### config.mk
export PLATFORM = sky130hd
export DESIGN_NAME = cfr_follower
export DESIGN_NICKNAME = d
export VERILOG_FILES = /design/src/include/cfr_pkg.sv /design/src/hw/cfr_follower.sv
export VERILOG_INCLUDE_DIRS = /design/src /design/src/include
export SDC_FILE = /design/constraint.sdc
export NUM_CORES = 1
export LEC_CHECK = 0
export ABC_AREA = 1
export BUFFER_PORTS_ARGS = -buffer_cell sky130_fd_sc_hd__buf_4
export CORE_ASPECT_RATIO = 1.1
export CORE_MARGIN = 2
export CORE_UTILIZATION = 40
export DETAILED_ROUTE_END_ITERATION = 10
export RECOVER_POWER = 50
export SETUP_SLACK_MARGIN = 0.4
export SYNTH_ARGS = -nofsm -noshare
export SYNTH_HDL_FRONTEND = slang
export SYNTH_SLANG_ARGS = --single-unit
### constraint.sdc
create_clock -name ref_clk -period 4.58 [get_ports ref_clk]
set_input_delay 0.916 -clock ref_clk [delete_from_list [all_inputs] [get_ports ref_clk]]
set_output_delay 0.916 -clock ref_clk [all_outputs]
set_load 0.01 [all_outputs]
### src/include/cfr_defines.svh
// Register offsets, field positions, reset values and timing constants
`ifndef CFR_DEFINES_SVH
`define CFR_DEFINES_SVH
`define CFR_OFS_CTRL      12'h000
`define CFR_OFS_STATUS    12'h004
`define CFR_OFS_RXDATA    12'h008
`define CFR_OFS_STPRD     12'h00C
`define CFR_OFS_STLOW     12'h010
`define CFR_OFS_STUNC     12'h014
`define CFR_OFS_SAMPLE    12'h018
`define CFR_OFS_BITPRD    12'h01C
`define CFR_OFS_ZLOW      12'h020
`define CFR_OFS_OLOW      12'h024
`define CFR_OFS_MINSP     12'h028
`define CFR_OFS_TMOUT     12'h02C
`define CFR_FLG_START     0
`define CFR_FLG_RXDONE    1
`define CFR_FLG_LFAULT    2
`define CFR_FLG_TMOUT     3
`define CFR_RST_CTRL      8'h00
`define CFR_RST_STPRD     8'hB4
`define CFR_RST_STLOW     8'h94
`define CFR_RST_STUNC     8'hA0
`define CFR_RST_SAMPLE    8'h39
`define CFR_RST_BITPRD    8'h78
`define CFR_RST_ZLOW      8'h5A
`define CFR_RST_OLOW      8'h18
`define CFR_RST_MINSP     8'h10
`define CFR_RST_TMOUT     8'hC8
`define CFR_ENG_DIV       8'h04
`define CFR_CNT_MAX       9'h1FF
`endif

### src/include/cfr_pkg.sv
// Types shared by the follower receiver
package cfr_pkg;
  typedef struct packed {
    logic bus_wake_enable;
    logic pad_wake_enable;
    logic edge_timeout_irq_enable;
    logic line_fault_irq_enable;
    logic receive_irq_enable;
    logic start_irq_enable;
    logic ack_value;
    logic transmit_role_select;
  } cfr_ctrl_s;
  typedef struct packed {
    logic edge_timeout_flag;
    logic line_fault_flag;
    logic receive_done_flag;
    logic start_detected_flag;
  } cfr_flags_s;
  typedef enum logic [2:0] {
    ST_IDLE, ST_SLOW, ST_SHIGH, ST_BITS, ST_ACKW, ST_ACKD
  } cfr_state_e;
endpackage

### src/hw/cfr_follower.sv
// Follower receive engine for a single-wire control bus with APB registers
//
// The address map and register access over APB were left to the implementer.
`timescale 1ns/1ps
`include "cfr_defines.svh"

// Functional notes
// - Start accepted only if low until low duty, then released before uncertainty and no fall until period.
// - Valid start sets the start-detected flag.
// - Start flag raises interrupt only with its enable set.
// - Role bit clear means receiver; set means transmitter, receiver then idle.
// - After nine bits, drive acknowledge, then raise receive interrupt.
// - Each bit sampled at sample-point count after latest falling edge.
// - Acknowledge timed by the bit-period count.
// - Acknowledge value 0 holds bus low for zero low duty.
// - First eight bits stored in readable received byte register.
// - Ninth bit kept as readable end-of-message indicator.
// - Receive-done flag set after nine bits and acknowledge sent.
// - Receive flag raises interrupt only with its enable set.
// - After start, edges closer than minimum spacing set line-fault flag.
// - After start and an edge, missing next edge by limit sets timeout flag.
// - No timeout check while waiting for the tenth edge.
// - Line-fault flag raises interrupt only with its enable set.
// - Timeout flag raises interrupt only with its enable set.
// - Both wake enables plus low bus restart oscillator and leave STOP.
// - All timing values count engine clock periods.
// - Acknowledge occupies the tenth bit position after data and end bit.
module cfr_follower (
  input  wire logic        ref_clk,
  input  wire logic        rst,
  input  wire logic        psel,
  input  wire logic        penable,
  input  wire logic        pwrite,
  input  wire logic [11:0] paddr,
  input  wire logic [31:0] pwdata,
  output logic      [31:0] prdata,
  output logic             pready,
  output logic             pslverr,
  input  wire logic        cec_in,
  output logic             cec_out,
  output logic             cec_oe,
  input  wire logic        stop_mode,
  output logic             osc_wake,
  output logic             irq
);
  import cfr_pkg::*;

  cfr_ctrl_s  ctrl_q;
  cfr_flags_s flags_q, flag_set, flag_clr;
  cfr_state_e state_q;
  logic [7:0] st_prd_q, st_low_q, st_unc_q, sample_q, bit_prd_q;
  logic [7:0] zero_low_q, one_low_q, min_sp_q, tmout_q;
  logic [7:0] rx_byte_q, div_q;
  logic       rx_eom_q, sync1_q, sync2_q, prev_q, sampled_q, edge_seen_q;
  logic [8:0] shift_q, cnt_q;
  logic [3:0] bit_idx_q;
  logic       tick, fall, line_high, wr_en, rd_take, mapped;
  logic [7:0] ack_duty;
  logic [31:0] rd_data;
  logic       prdy_q, perr_q, oe_q, wake_q, irq_q;
  logic [31:0] prdata_q;

  // Two-stage synchroniser for the bus pin, then edge history
  always_ff @(posedge ref_clk) begin
    if (rst) begin
      sync1_q <= 1'b1;
      sync2_q <= 1'b1;
      prev_q  <= 1'b1;
    end else begin
      sync1_q <= cec_in;
      sync2_q <= sync1_q;
      prev_q  <= sync2_q;
    end
  end
  assign line_high = sync2_q;
  assign fall      = prev_q & ~sync2_q;

  // Engine clock prescaler
  always_ff @(posedge ref_clk) begin
    if (rst || tick) begin
      div_q <= 8'h00;
    end else begin
      div_q <= div_q + 8'h01;
    end
  end
  assign tick = (div_q == (`CFR_ENG_DIV - 8'h01));

  // Engine periods since the latest falling edge, saturating
  always_ff @(posedge ref_clk) begin
    if (rst || fall) begin
      cnt_q <= 9'h000;
    end else if (tick && cnt_q != `CFR_CNT_MAX) begin
      cnt_q <= cnt_q + 9'h001;
    end
  end

  assign ack_duty = ctrl_q.ack_value ? one_low_q : zero_low_q;

  // Receive sequencer
  always_ff @(posedge ref_clk) begin
    if (rst) begin
      state_q     <= ST_IDLE;
      shift_q     <= 9'h000;
      bit_idx_q   <= 4'h0;
      sampled_q   <= 1'b1;
      edge_seen_q <= 1'b0;
      rx_byte_q   <= 8'h00;
      rx_eom_q    <= 1'b0;
      flag_set    <= '0;
    end else begin
      flag_set <= '0;
      case (state_q)
        ST_IDLE: begin
          if (fall && !ctrl_q.transmit_role_select) begin
            state_q <= ST_SLOW;
          end
        end
        ST_SLOW: begin
          if (line_high && cnt_q < {1'b0, st_low_q}) begin
            state_q <= ST_IDLE;
          end else if (cnt_q >= {1'b0, st_low_q}) begin
            state_q <= ST_SHIGH;
          end
        end
        ST_SHIGH: begin
          if (cnt_q >= {1'b0, st_prd_q}) begin
            state_q                      <= ST_BITS;
            flag_set.start_detected_flag <= 1'b1;
            bit_idx_q                    <= 4'h0;
            sampled_q                    <= 1'b1;
            edge_seen_q                  <= 1'b0;
          end else if (fall || (!line_high && cnt_q >= {1'b0, st_unc_q})) begin
            state_q <= ST_IDLE;
          end
        end
        ST_BITS, ST_ACKW, ST_ACKD: begin
          if (fall && edge_seen_q && cnt_q < {1'b0, min_sp_q}) begin
            flag_set.line_fault_flag <= 1'b1;
            state_q                  <= ST_IDLE;
          end else if (state_q == ST_BITS && edge_seen_q && !fall
                       && cnt_q > {1'b0, tmout_q}) begin
            flag_set.edge_timeout_flag <= 1'b1;
            state_q                    <= ST_IDLE;
          end else begin
            if (fall) begin
              edge_seen_q <= 1'b1;
            end
            case (state_q)
              ST_BITS: begin
                if (fall) begin
                  sampled_q <= 1'b0;
                end else if (!sampled_q && cnt_q == {1'b0, sample_q}) begin
                  sampled_q <= 1'b1;
                  shift_q   <= {shift_q[7:0], line_high};
                  bit_idx_q <= bit_idx_q + 4'h1;
                  if (bit_idx_q == 4'h8) begin
                    state_q <= ST_ACKW;
                  end
                end
              end
              ST_ACKW: begin
                if (fall) begin
                  state_q <= ST_ACKD;
                end
              end
              default: begin
                if (cnt_q >= {1'b0, bit_prd_q}) begin
                  rx_byte_q                  <= shift_q[8:1];
                  rx_eom_q                   <= shift_q[0];
                  flag_set.receive_done_flag <= 1'b1;
                  bit_idx_q                  <= 4'h0;
                  sampled_q                  <= 1'b1;
                  state_q                    <= shift_q[0] ? ST_IDLE : ST_BITS;
                end
              end
            endcase
          end
        end
        default: begin
          state_q <= ST_IDLE;
        end
      endcase
    end
  end

  // Acknowledge drive: bus pulled low for the selected duty only
  always_ff @(posedge ref_clk) begin
    if (rst) begin
      oe_q <= 1'b0;
    end else begin
      oe_q <= (state_q == ST_ACKD) && (cnt_q < {1'b0, ack_duty});
    end
  end

  // Wake request while stopped and the bus is held low
  always_ff @(posedge ref_clk) begin
    if (rst) begin
      wake_q <= 1'b0;
    end else begin
      wake_q <= ctrl_q.pad_wake_enable && ctrl_q.bus_wake_enable
                && stop_mode && !line_high;
    end
  end

  // Sticky flags, set wins over a write-one clear
  always_ff @(posedge ref_clk) begin
    if (rst) begin
      flags_q <= '0;
    end else begin
      flags_q <= flag_set | (flags_q & ~flag_clr);
    end
  end

  // Interrupt request from enabled flags
  always_ff @(posedge ref_clk) begin
    if (rst) begin
      irq_q <= 1'b0;
    end else begin
      irq_q <= (flags_q.start_detected_flag && ctrl_q.start_irq_enable)
            || (flags_q.receive_done_flag && ctrl_q.receive_irq_enable)
            || (flags_q.line_fault_flag && ctrl_q.line_fault_irq_enable)
            || (flags_q.edge_timeout_flag && ctrl_q.edge_timeout_irq_enable);
    end
  end

  // APB decode
  assign wr_en   = psel && penable && prdy_q && pwrite;
  assign rd_take = psel && !penable;
  assign flag_clr = wr_en && paddr == `CFR_OFS_STATUS ? pwdata[3:0] : 4'h0;

  always_comb begin
    mapped  = 1'b1;
    rd_data = 32'h0000_0000;
    case (paddr)
      `CFR_OFS_CTRL:   rd_data[7:0] = ctrl_q;
      `CFR_OFS_STATUS: rd_data[3:0] = flags_q;
      `CFR_OFS_RXDATA: rd_data[8:0] = {rx_eom_q, rx_byte_q};
      `CFR_OFS_STPRD:  rd_data[7:0] = st_prd_q;
      `CFR_OFS_STLOW:  rd_data[7:0] = st_low_q;
      `CFR_OFS_STUNC:  rd_data[7:0] = st_unc_q;
      `CFR_OFS_SAMPLE: rd_data[7:0] = sample_q;
      `CFR_OFS_BITPRD: rd_data[7:0] = bit_prd_q;
      `CFR_OFS_ZLOW:   rd_data[7:0] = zero_low_q;
      `CFR_OFS_OLOW:   rd_data[7:0] = one_low_q;
      `CFR_OFS_MINSP:  rd_data[7:0] = min_sp_q;
      `CFR_OFS_TMOUT:  rd_data[7:0] = tmout_q;
      default:         mapped       = 1'b0;
    endcase
  end

  // Bus answer: ready in the first access cycle
  always_ff @(posedge ref_clk) begin
    if (rst) begin
      prdy_q   <= 1'b0;
      perr_q   <= 1'b0;
      prdata_q <= 32'h0000_0000;
    end else begin
      prdy_q   <= rd_take;
      perr_q   <= rd_take && !mapped;
      prdata_q <= (rd_take && !pwrite) ? rd_data : 32'h0000_0000;
    end
  end

  // Software-written registers
  always_ff @(posedge ref_clk) begin
    if (rst) begin
      ctrl_q     <= `CFR_RST_CTRL;
      st_prd_q   <= `CFR_RST_STPRD;
      st_low_q   <= `CFR_RST_STLOW;
      st_unc_q   <= `CFR_RST_STUNC;
      sample_q   <= `CFR_RST_SAMPLE;
      bit_prd_q  <= `CFR_RST_BITPRD;
      zero_low_q <= `CFR_RST_ZLOW;
      one_low_q  <= `CFR_RST_OLOW;
      min_sp_q   <= `CFR_RST_MINSP;
      tmout_q    <= `CFR_RST_TMOUT;
    end else if (wr_en) begin
      case (paddr)
        `CFR_OFS_CTRL:   ctrl_q     <= pwdata[7:0];
        `CFR_OFS_STPRD:  st_prd_q   <= pwdata[7:0];
        `CFR_OFS_STLOW:  st_low_q   <= pwdata[7:0];
        `CFR_OFS_STUNC:  st_unc_q   <= pwdata[7:0];
        `CFR_OFS_SAMPLE: sample_q   <= pwdata[7:0];
        `CFR_OFS_BITPRD: bit_prd_q  <= pwdata[7:0];
        `CFR_OFS_ZLOW:   zero_low_q <= pwdata[7:0];
        `CFR_OFS_OLOW:   one_low_q  <= pwdata[7:0];
        `CFR_OFS_MINSP:  min_sp_q   <= pwdata[7:0];
        `CFR_OFS_TMOUT:  tmout_q    <= pwdata[7:0];
        default: begin
        end
      endcase
    end
  end

  // Pin drive: open drain, only ever pulls low
  always_ff @(posedge ref_clk) begin
    if (rst) begin
      cec_out <= 1'b0;
    end else begin
      cec_out <= 1'b0;
    end
  end

  assign prdata   = prdata_q;
  assign pready   = prdy_q;
  assign pslverr  = perr_q;
  assign cec_oe   = oe_q;
  assign osc_wake = wake_q;
  assign irq      = irq_q;

  // Checks
  a_start_flag_set: assert property (@(posedge ref_clk) disable iff (rst)
    state_q == ST_SHIGH && cnt_q >= {1'b0, st_prd_q} |-> ##2 flags_q.start_detected_flag)
    else $error("start flag not set after valid start");
  a_start_abort_low: assert property (@(posedge ref_clk) disable iff (rst)
    state_q == ST_SLOW && line_high && cnt_q < {1'b0, st_low_q} |=> state_q == ST_IDLE)
    else $error("short start low not rejected");
  a_role_blocks_rx: assert property (@(posedge ref_clk) disable iff (rst)
    state_q == ST_IDLE && ctrl_q.transmit_role_select |=> state_q == ST_IDLE)
    else $error("receiver left idle in transmit role");
  a_ack_drive_low: assert property (@(posedge ref_clk) disable iff (rst)
    state_q == ST_ACKD && cnt_q < {1'b0, ack_duty} |=> cec_oe)
    else $error("acknowledge not driven low");
  a_rx_done_flag: assert property (@(posedge ref_clk) disable iff (rst)
    $rose(flags_q.receive_done_flag) |-> $past(state_q, 2) == ST_ACKD)
    else $error("receive flag set outside acknowledge");
  a_line_fault: assert property (@(posedge ref_clk) disable iff (rst)
    state_q == ST_BITS && fall && edge_seen_q && cnt_q < {1'b0, min_sp_q}
    |=> state_q == ST_IDLE ##1 flags_q.line_fault_flag)
    else $error("close edges not flagged");
  a_no_tmout_ackw: assert property (@(posedge ref_clk) disable iff (rst)
    state_q == ST_ACKW && !fall |=> state_q == ST_ACKW && !flag_set.edge_timeout_flag)
    else $error("timeout raised while waiting for tenth edge");
  a_irq_follows: assert property (@(posedge ref_clk) disable iff (rst)
    flags_q.receive_done_flag && ctrl_q.receive_irq_enable
    && $stable(flags_q.receive_done_flag) |=> irq)
    else $error("interrupt missing for enabled flag");
  a_wake_req: assert property (@(posedge ref_clk) disable iff (rst)
    osc_wake |-> $past(ctrl_q.pad_wake_enable) && $past(ctrl_q.bus_wake_enable))
    else $error("wake without both enables");
endmodule

==> results.md, run 1 <==
* Leakage power at 4.08 nW
* Final setup viols at 0
* Register area share after synthesis at 0.357
* TritonCTS buffer count at 17
* Seq cells post-synth at 149
* Vias at 7589
* Final worst path period need at 2.92 ns
* # DRC at 0
* Synth Instances at 1147
* Reg2reg end: rx_eom_q
* GRT overflow at 0
* Worst R2R Path Depth at 11
* Slew Limit Fails at 0
* Diode count at 0
* HP Start: sync1_q
* Pre-Repair DR Iteration Count at 6
* Syn Std Cell Area at 8360 um^2
* Hold Buf Count CTS at 0
* Number of global-route vias before repair at 6889
* Total of max-cap violations at 0
* Startpoint Class: input pin
* Reg-to-Reg Start: cnt_q[6]
* DP HPWL at 18300 um
* Worst Clk Skew at 0.0121 ns
* Post_cts resized at 0
* Reg2reg setup slack at 2.02 ns
* CP required at 4.89 ns
* First-pass GRT wire length at 39200 um
* Worst Hold End: line_high
* Crit share post-route at 0.638
* CTS tree: done
* WL per Instance at 17.5 um
* Max IR drop VDD at 274 uV
* Overall power at 3.42 mW
* RSZ-0062 raised after global routing: no
* Clock latency on the worst-skew pair at 0.44 ns
* Hold path cells at 1
* Setup CP Type: input pin to flip-flop
* Max-slew headroom at 0.0970
* Pwr/cell area at 366 nW/um^2
* Area growth, synth to finish at 11.7%
* CTS H-tree depth at 4
* PortBufs at 40
* Peak fanout along the critical path at 81
* Post-CTS setup repair buffer count at 0
* Final hold violation count at 0
* WP data arrival at 3.23 ns
* Die area at 22100 um^2
* Initial Util at 0.407
* Post-route insts no fill at 1445
* FP Rows at 55
* Initial antenna violation count at 0
* Largest net degree at the start of global routing at 82
* Synth warnings at 0
* Die H at 156 um
* Peak Freq at 0.342 GHz
* Synth cell types at 49
* Routed Wire Length at 25300 um
* Status: finished clean
* Clk slew on worst S/H paths at 0.07 ns
* DR iter-0 viols at 667
* Final TNS setup at 0 ns
* CP endpoint kind: flip-flop
* GPL Wtd Cong at 0.953
* Die width at 142 um
* DP Worst Slack at 1.50 ns
* DR vias/cell at 5.25
* Layout net count at 1286
* Layout cells sized above 1 at 0.108
* CTS root buf: clkbuf_16
* Clock Sinks at 149
* Hold crit path type: flip-flop to flip-flop
* Post-route ant nets at 0
* # placed instances at 1413
* Total core area at 20600 um^2
* Filler cells at 2099
* Slew of the pin with the lowest slew margin at 1.35 ns
* PnR worst setup slack at 1.66 ns
* Mapped Avg Cell Area at 7.29 um^2
* Total Routing Usage GR at 0.234
* I/O pins at 89
* CTS max path bufs at 2
[metrics by stage]
step / area, um^2 / util / hold slack (ns)
floorplan: 8450 / - / 0.389
global placement: 8760 / 0.426 / 0.398
detailed placement: 8760 / 0.426 / 0.397
CTS: 9420 / 0.458 / 0.415
global route: 9340 / 0.454 / 0.421
finish: 9340 / 0.454 / 0.413
[power by group]
part | switching (mW) | internal [mW]
combinational | 0.305 | 0.155
sequential | 0.0351 | 1.33
clock | 0.597 | 0.990
[Yosys cell counts, drive strengths merged]
cell    number  share of area
a211oi      12          0.011
a21o         1        0.00090
a21oi       84          0.052
a31oi        7         0.0052
a41oi        1         0.0010
and3         2         0.0015
buf         38          0.033
clkbuf      16         0.0072
clkinv       2         0.0015
conb         1        0.00045
dfxtp      149           0.36
ha          59          0.088
inv        175          0.079
nand2      199          0.094
nand3       42          0.035
nand3b       3         0.0027
nand4       15          0.013
nor2       147          0.077
nor3        15          0.012
nor3b        5         0.0045
nor4         4         0.0030
o211ai      29          0.026
o21ai       93          0.057
o221a        1         0.0013
o22ai       33          0.025
o31ai        1        0.00090
or2          8         0.0060
xnor2        3         0.0031
xor2         2         0.0021
[cell usage in the layout (no fill, tap or decap), types with 4 or more instances in the layout]
master | netlist | layout
nand2_1 | 187 | 188
inv_1 | 163 | 163
dfxtp_1 | 149 | 149
nor2_1 | 126 | 129
o21ai_0 | 80 | 80
a21oi_1 | 80 | 80
ha_1 | 59 | 59
o22ai_1 | 33 | 33
nand3_1 | 30 | 30
o211ai_1 | 29 | 29
conb_1 | 1 | 24
buf_4 | 27 | 24
clkbuf_16 | 0 | 17
clkbuf_1 | 16 | 16
nor3_1 | 12 | 12
nand4_1 | 12 | 12
nor2_2 | 13 | 12
a211oi_1 | 12 | 12
inv_2 | 10 | 10
o21ai_1 | 10 | 10
nand3_2 | 9 | 9
nand2_2 | 10 | 9
a31oi_1 | 7 | 7
nor2_4 | 8 | 6
nor3b_1 | 5 | 5
bufinv_16 | 0 | 5
nor4_1 | 4 | 4
a21oi_2 | 4 | 4
or2_2 | 4 | 4
inv_6 | 0 | 4
[sequential cells by signal (all words and copies together), names as in the netlist, 3 cells and up]
name,cells
div_q,8
min_sp_q,8
sample_q,8
st_prd_q,8
cnt_q,9
st_low_q,8
shift_q,9
st_unc_q,8
bit_prd_q,8
prdata,9
one_low_q,8
ctrl_q,8
bit_idx_q,4
flag_set,4
state_q,3
flags_q,4
tmout_q,8
rx_byte_q,8
zero_low_q,8
[area by class of cell]
type                    instances  area (um^2)  share of cell area
clock buffers                  19          443              0.0474
repair buffers                 41          264              0.0283
well taps                     256          320              0.0343
inverters                     177          674              0.0722
clock inverters                13          218              0.0233
multi-input cells             790         4440               0.475
flip-flops and latches        149         2980               0.319
[worst max-delay path by stage]
stage	start	endpoint	slack (ns)
2_1_floorplan	paddr[6]	st_unc_q[7]	2.45
3_3_place_gp	paddr[1]	min_sp_q[6]	1.54
3_5_place_dp	paddr[1]	min_sp_q[3]	1.50
4_1_cts	paddr[1]	min_sp_q[3]	1.95
5_1_grt	paddr[11]	min_sp_q[3]	1.48
6_report	rst	ctrl_q[2]	1.66
[critical path: stages]
cell and delay [ns]:
clkbuf_1 0.96, inv_1 0.69, buf_12 0.40, o21ai_0 0.15
a21oi_1 0.06
[kinds of logic after synthesis]
family / Yosys count / share of synthesized area
xor gates and xnor gates: 5 / 0.00524
adders and majority gates: 59 / 0.0883
buffers and inverters: 231 / 0.121
AOI/OAI and AO/OA: 262 / 0.180
DFF: 149 / 0.357
other: 1 / 0.000448
and+or+nand+nor: 440 / 0.249
[metal layers]
metal,share of wire,GRT usage,routed length [um],up-vias
met2,0.47,0.396,11900,262
li1,-,-,-,3798
met3,0.054,0.0341,1370,39
met1,0.45,0.309,11400,3490
met4,0.024,0.0724,614,0
met5,0,0,0,-
Power figures use the tool's default switching activity.
==> run 2: changes to the inputs <==
==> constraint.sdc (replaced) <==
create_clock -name ref_clk -period 2.71 [get_ports ref_clk]
set_input_delay 0.542 -clock ref_clk [delete_from_list [all_inputs] [get_ports ref_clk]]
set_output_delay 0.542 -clock ref_clk [all_outputs]
set_load 0.01 [all_outputs]
==> results.md, run 2 (synthesis gave the netlist of run 1 again) <==
* Crit-path max cell delay at 0.96 ns (about the same)
* DP HPWL at 19100 um (was 18300 um)
* Final core utilization at 0.465 (was 0.454)
* Die H at 156 um (unchanged)
* First-pass GRT wire length at 40300 um (was 39200 um)
* PortBufs at 40 (unchanged)
* Post-route insts no fill at 1470 (was 1445)
* # placed instances at 1439 (was 1413)
* Vias at 7687 (was 7589)
* Final hold violation count at 0 (unchanged)
* Number of global-route vias before repair at 7213 (was 6889)
* Final TNS setup at 0 ns (unchanged)
* Overall power at 5.86 mW (was 3.42 mW)
* Final setup viols at 0 (unchanged)
* GRT overflow at 0 (unchanged)
* Layout cells sized above 1 at 0.130 (was 0.108)
* Slew Limit Fails at 0 (unchanged)
* Slowest CP cell: clkbuf_1 (unchanged)
* WL per Instance at 17.5 um (about the same)
* DR iter-0 viols at 714 (was 667)
* Slew of the pin with the lowest slew margin at 1.35 ns (about the same)
* Total core area at 20600 um^2 (unchanged)
* Crit share post-route at 0.868
* Crit-path most repeated cell: clkbuf_1
* DR vias/cell at 5.23 (was 5.25)
* CTS tree: done (unchanged)
* # DRC at 0 (unchanged)
* Commonest non-fill, non-tap cell in the layout: nand2_1 (unchanged)
* Max IR drop VDD at 456 uV (was 274 uV)
* Clock Sinks at 149 (unchanged)
* I/O pins at 89 (unchanged)
* Leakage power at 4.22 nW (was 4.08 nW)
* Status: finished clean (unchanged)
* Pwr/cell area at 613 nW/um^2 (was 366 nW/um^2)
* Initial Util at 0.407 (unchanged)
* Die area at 22100 um^2 (unchanged)
* TritonCTS buffer count at 17 (unchanged)
* CTS max path bufs at 2 (unchanged)
* GPL Wtd Cong at 0.967 (was 0.953)
* Worst Clk Skew at 0.00967 ns (was 0.0121 ns)
* CTS root buf: clkbuf_16 (unchanged)
* Pre-Repair DR Iteration Count at 5 (was 6)
* Clock latency on the worst-skew pair at 0.43 ns (was 0.44 ns)
* Final worst path period need at 2.35 ns
* Hold crit path type: input pin to flip-flop (was flip-flop to flip-flop)
* Total Routing Usage GR at 0.240 (was 0.234)
* Hold Buf Count CTS at 0 (unchanged)
* Worst path cell trace: clkbuf_1, inv_2, clkbuf_1, o21ai_0, a21oi_1 (was clkbuf_1, inv_1, buf_12, o21ai_0, a21oi_1)
* FP Rows at 55 (unchanged)
* Layout net count at 1312 (was 1286)
* Die width at 142 um (unchanged)
* Area after DPL at 8960 um^2 (was 8760 um^2)
* RSZ-0062 raised after global routing: yes (was no)
* CP endpoint kind: flip-flop (unchanged)
* CP required at 3.00 ns (was 4.89 ns)
* CTS H-tree depth at 4 (unchanged)
* Routed Wire Length at 25700 um (was 25300 um)
* Largest net degree at the start of global routing at 37 (was 82)
* Startpoint Class: input pin (unchanged)
* Setup CP Type: input pin to flip-flop (unchanged)
* Total of max-cap violations at 0 (unchanged)
* Peak Freq at 0.425 GHz
* Most frequent cells in the layout: nand2_1, inv_1, dfxtp_1 (unchanged)
* Initial antenna violation count at 0 (unchanged)
* Max-slew headroom at 0.101 (was 0.0970)
* Diode count at 0 (unchanged)
* Post-route ant nets at 0 (unchanged)
* WP data arrival at 2.64 ns (was 3.23 ns)
* Area growth, synth to finish at 14.5% (was 11.7%)
* Design area at 9570 um^2 (was 9340 um^2)
* Filler cells at 2097 (was 2099)
* Peak fanout along the critical path at 23 (was 81)
* Clk slew on worst S/H paths at 0.06 ns (was 0.07 ns)
==> run 2: metrics by stage <==
stage / setup WS, ns / hold slack [ns]
floorplan: 0.839 / 0.389
global placement: 0.371 / 0.393
detailed placement: 0.344 / 0.393
CTS: 0.406 / 0.279
global route: 0.252 / 0.292
finish: 0.357 / 0.294
==> run 2: critical path: cells and delay by family <==
| kind | cells | cell delay, ns |
|---|---|---|
| buffers and inverters | 3 | 1.87 |
| AOI/OAI and AO/OA | 2 | 0.21 |
==> run 2: layer usage <==
layer	global-route usage	vias to the layer above	wire, um
met5	0	-	0
li1	-	3853	-
met3	0.0454	56	1690
met4	0.0876	0	835
met2	0.396	260	11800
met1	0.313	3518	11400
==> run 2: cell type report <==
| type | instances | area, um^2 | area share |
|---|---|---|---|
| repair buffers | 67 | 457 | 0.0477 |
| multi-input cells | 790 | 4460 | 0.466 |
| well taps | 256 | 320 | 0.0335 |
| inverters | 177 | 674 | 0.0704 |
| clock buffers | 17 | 425 | 0.0444 |
| clock inverters | 14 | 248 | 0.0259 |
| flip-flops and latches | 149 | 2990 | 0.312 |
==> run 2: path summary, 6_finish.rpt <==
kind              startpoint           end  slack [ns]  cells after the start
setup reg to reg    cnt_q[0]  bit_idx_q[2]        0.48                     10
setup / recovery         rst   sample_q[7]        0.36                      5
hold / removal        cec_in       sync1_q        0.29                      2
hold reg to reg      sync1_q     line_high        0.41                      1
==> run 2: power by group <==
group | internal (mW) | total (mW) | leakage, nW | switching, mW
clock | 1.74 | 2.75 | 0.327 | 1.01
sequential | 2.25 | 2.31 | 1.21 | 0.0541
combinational | 0.271 | 0.810 | 2.68 | 0.539
total | 4.26 | 5.86 | 4.22 | 1.60
==> run 2: timing repair <==
item,4_1_cts,5_1_grt
setup buffers,0,0
gates resized for setup,3,6
setup endpoints to repair,10,21
==> run 3: changes to the inputs <==
--- a/config.mk
+++ b/config.mk
@@ -12,8 +12,8 @@
 export CORE_MARGIN = 2
 export CORE_UTILIZATION = 40
 export DETAILED_ROUTE_END_ITERATION = 10
+export PLACE_DENSITY = 0.68
 export RECOVER_POWER = 50
-export SETUP_SLACK_MARGIN = 0.4
 export SYNTH_ARGS = -nofsm -noshare
 export SYNTH_HDL_FRONTEND = slang
 export SYNTH_SLANG_ARGS = --single-unit
==> results.md, run 3 (synthesis gave the netlist of run 1 again) <==
* Peak Freq at 0.401 GHz (was 0.425 GHz)
* Filler cells at 2057 (was 2097)
* DP Worst Slack at 0.301 ns (was 0.344 ns)
* TritonCTS buffer count at 17 (unchanged)
* Switching share of power at 0.274 (was 0.273)
* CTS H-tree depth at 4 (unchanged)
* Initial antenna violation count at 0 (unchanged)
* Routed met3 length at 2030 um (was 1690 um)
* PnR worst setup slack at 0.213 ns (was 0.357 ns)
* GRT overflow at 0 (unchanged)
* DR vias/cell at 5.26 (was 5.23)
* Number of global-route vias before repair at 7092 (was 7213)
* Status: finished clean (unchanged)
* Peak fanout along the critical path at 11 (was 23)
* I/O pins at 89 (unchanged)
* Comb power frac at 0.139 (was 0.138)
* Slew of the pin with the lowest slew margin at 1.10 ns (was 1.35 ns)
* # placed instances at 1435 (was 1439)
* FP Rows at 55 (unchanged)
* DP HPWL at 18500 um (was 19100 um)
* Commonest non-fill, non-tap cell in the layout: nand2_1 (unchanged)
* CTS root buf: clkbuf_16 (unchanged)
* Clock latency on the worst-skew pair at 0.43 ns (about the same)
* Total core area at 20600 um^2 (unchanged)
* Register Area at 2980 um^2 (was 2990 um^2)
* Die area at 22100 um^2 (unchanged)
* Final hold violation count at 0 (unchanged)
* WL per Instance at 17.1 um (was 17.5 um)
* NetSw at 1.55 mW (was 1.60 mW)
* Worst path cell trace: ha_1, inv_1, nor4_1, inv_1, nor3_1, ha_1, nor2_1, inv_2, nor3_1, nor3b_1 (was clkbuf_1, inv_2, clkbuf_1, o21ai_0, a21oi_1)
* RSZ-0062 raised after global routing: no (was yes)
* Final TNS setup at 0 ns (unchanged)
* Total Routing Usage GR at 0.234 (was 0.240)
* CP endpoint kind: flip-flop (unchanged)
* First-pass GRT wire length at 39400 um (was 40300 um)
* Slew Limit Fails at 0 (unchanged)
* Final core utilization at 0.458 (was 0.465)
* Clock share of power at 0.452 (was 0.468)
* Clk slew on worst S/H paths at 0.06 ns (about the same)
* Post-CTS setup repair buffer count at 0 (unchanged)
* DR iter-0 viols at 681 (was 714)
* Worst R2R Path Depth at 10 (unchanged)
* CP required at 3.06 ns (was 3.00 ns)
* Post_cts resized at 0 (was 3)
* GPL Wtd Cong at 1.01 (was 0.967)
* Design area at 9410 um^2 (was 9570 um^2)
* PortBufs at 40 (unchanged)
* Leakage power at 4.15 nW (was 4.22 nW)
* Slowest CP cell: dfxtp_1 (was clkbuf_1)
* Crit-path max cell delay at 0.78 ns (was 0.96 ns)
* Setup CP Type: flip-flop to flip-flop (was input pin to flip-flop)
* Area growth, synth to finish at 12.6% (was 14.5%)
* CTS tree: done (unchanged)
* Multi-input logic area at 4410 um^2 (was 4460 um^2)
* Layout cells sized above 1 at 0.116 (was 0.130)
* Crit share post-route at 0.921 (was 0.868)
* Fin Hold WS at 0.292 ns (was 0.294 ns)
* WP data arrival at 2.85 ns (was 2.64 ns)
* Metal2 WL at 11700 um (was 11800 um)
* Vias at 7706 (was 7687)
* Total of max-cap violations at 0 (unchanged)
* Most frequent cells in the layout: nand2_1, inv_1, dfxtp_1 (unchanged)
* Overall power at 5.65 mW (was 5.86 mW)
* Area after DPL at 8920 um^2 (was 8960 um^2)
* Post-route ant nets at 0 (unchanged)
* Final setup viols at 0 (unchanged)
* Highest routed layer: met4 (unchanged)
* Final worst path period need at 2.50 ns (was 2.35 ns)
* Max-slew headroom at 0.269 (was 0.101)
* Routed Wire Length at 25100 um (was 25700 um)
* Die width at 142 um (unchanged)
* Max IR drop VDD at 517 uV (was 456 uV)
* Diode count at 0 (unchanged)
* Hold Buf Count CTS at 0 (unchanged)
* Startpoint Class: flip-flop (was input pin)
* Hold path cells at 2 (unchanged)
* Initial Util at 0.407 (unchanged)
* Worst Clk Skew at 0.00555 ns (was 0.00967 ns)
* Part of the power in registers at 0.409 (was 0.394)
* Pre-Repair DR Iteration Count at 6 (was 5)
* Largest net degree at the start of global routing at 51 (was 37)
* Die H at 156 um (unchanged)
* CTS max path bufs at 2 (unchanged)
* Post-route insts no fill at 1466 (was 1470)
* Clock Sinks at 149 (unchanged)
* Wire length on met1 at 10300 um (was 11400 um)
* Pwr/cell area at 600 nW/um^2 (was 613 nW/um^2)
* Layout net count at 1308 (was 1312)
* Int Power at 4.10 mW (was 4.26 mW)
* Hold crit path type: input pin to flip-flop (unchanged)
* # DRC at 0 (unchanged)
run 3: cell types whose count changed in the layout (fill, tap and decap cells not counted), moves of 3 or more:
cell	delta
dfxtp_2	-3
buf_4	-3
dfxtp_1	+4
clkinvlp_4	+3
nor2_1	+4
run 3: area by class of cell:
class	instances	share of cell area
Multi-Input combinational cell	790	0.469
Sequential cell	149	0.317
Clock buffer	20	0.0485
Timing Repair Buffer	63	0.0420
Inverter	177	0.0716
Clock inverter	11	0.0183
Tap cell	256	0.0340
run 3: critical path: cells and delay by family, from the launching register on:
kind	cells	cell delay (ns)
flops	1	0.78
simple gates	5	0.87
buf+inv	3	0.34
fa+ha+maj	2	0.43
run 3: power by group through the flow:
| stage | clock (mW) | sequential [mW] | combinational (mW) |
|---|---|---|---|
| 6_report | 2.55 | 2.31 | 0.785 |
| 3_5_place_dp | 0 | 2.36 | 0.789 |
| 2_1_floorplan | 0 | 2.34 | 0.629 |
| 5_1_grt | 2.68 | 2.32 | 0.881 |
| 4_1_cts | 2.57 | 2.31 | 0.794 |
| 3_3_place_gp | 0 | 2.36 | 0.778 |
run 3: final timing paths:
| path | start | end | slack, ns |
|---|---|---|---|
| setup / recovery | cnt_q[1] | cnt_q[2] | 0.21 |
| hold / removal | cec_in | sync1_q | 0.29 |
| setup reg to reg | cnt_q[1] | cnt_q[2] | 0.21 |
| hold reg to reg | sync1_q | line_high | 0.41 |
run 3: per-layer routing:
metal / up-vias / track usage
li1: 3837 / -
met4: 0 / 0.109
met3: 76 / 0.0482
met5: - / 0
met1: 3461 / 0.294
met2: 332 / 0.385
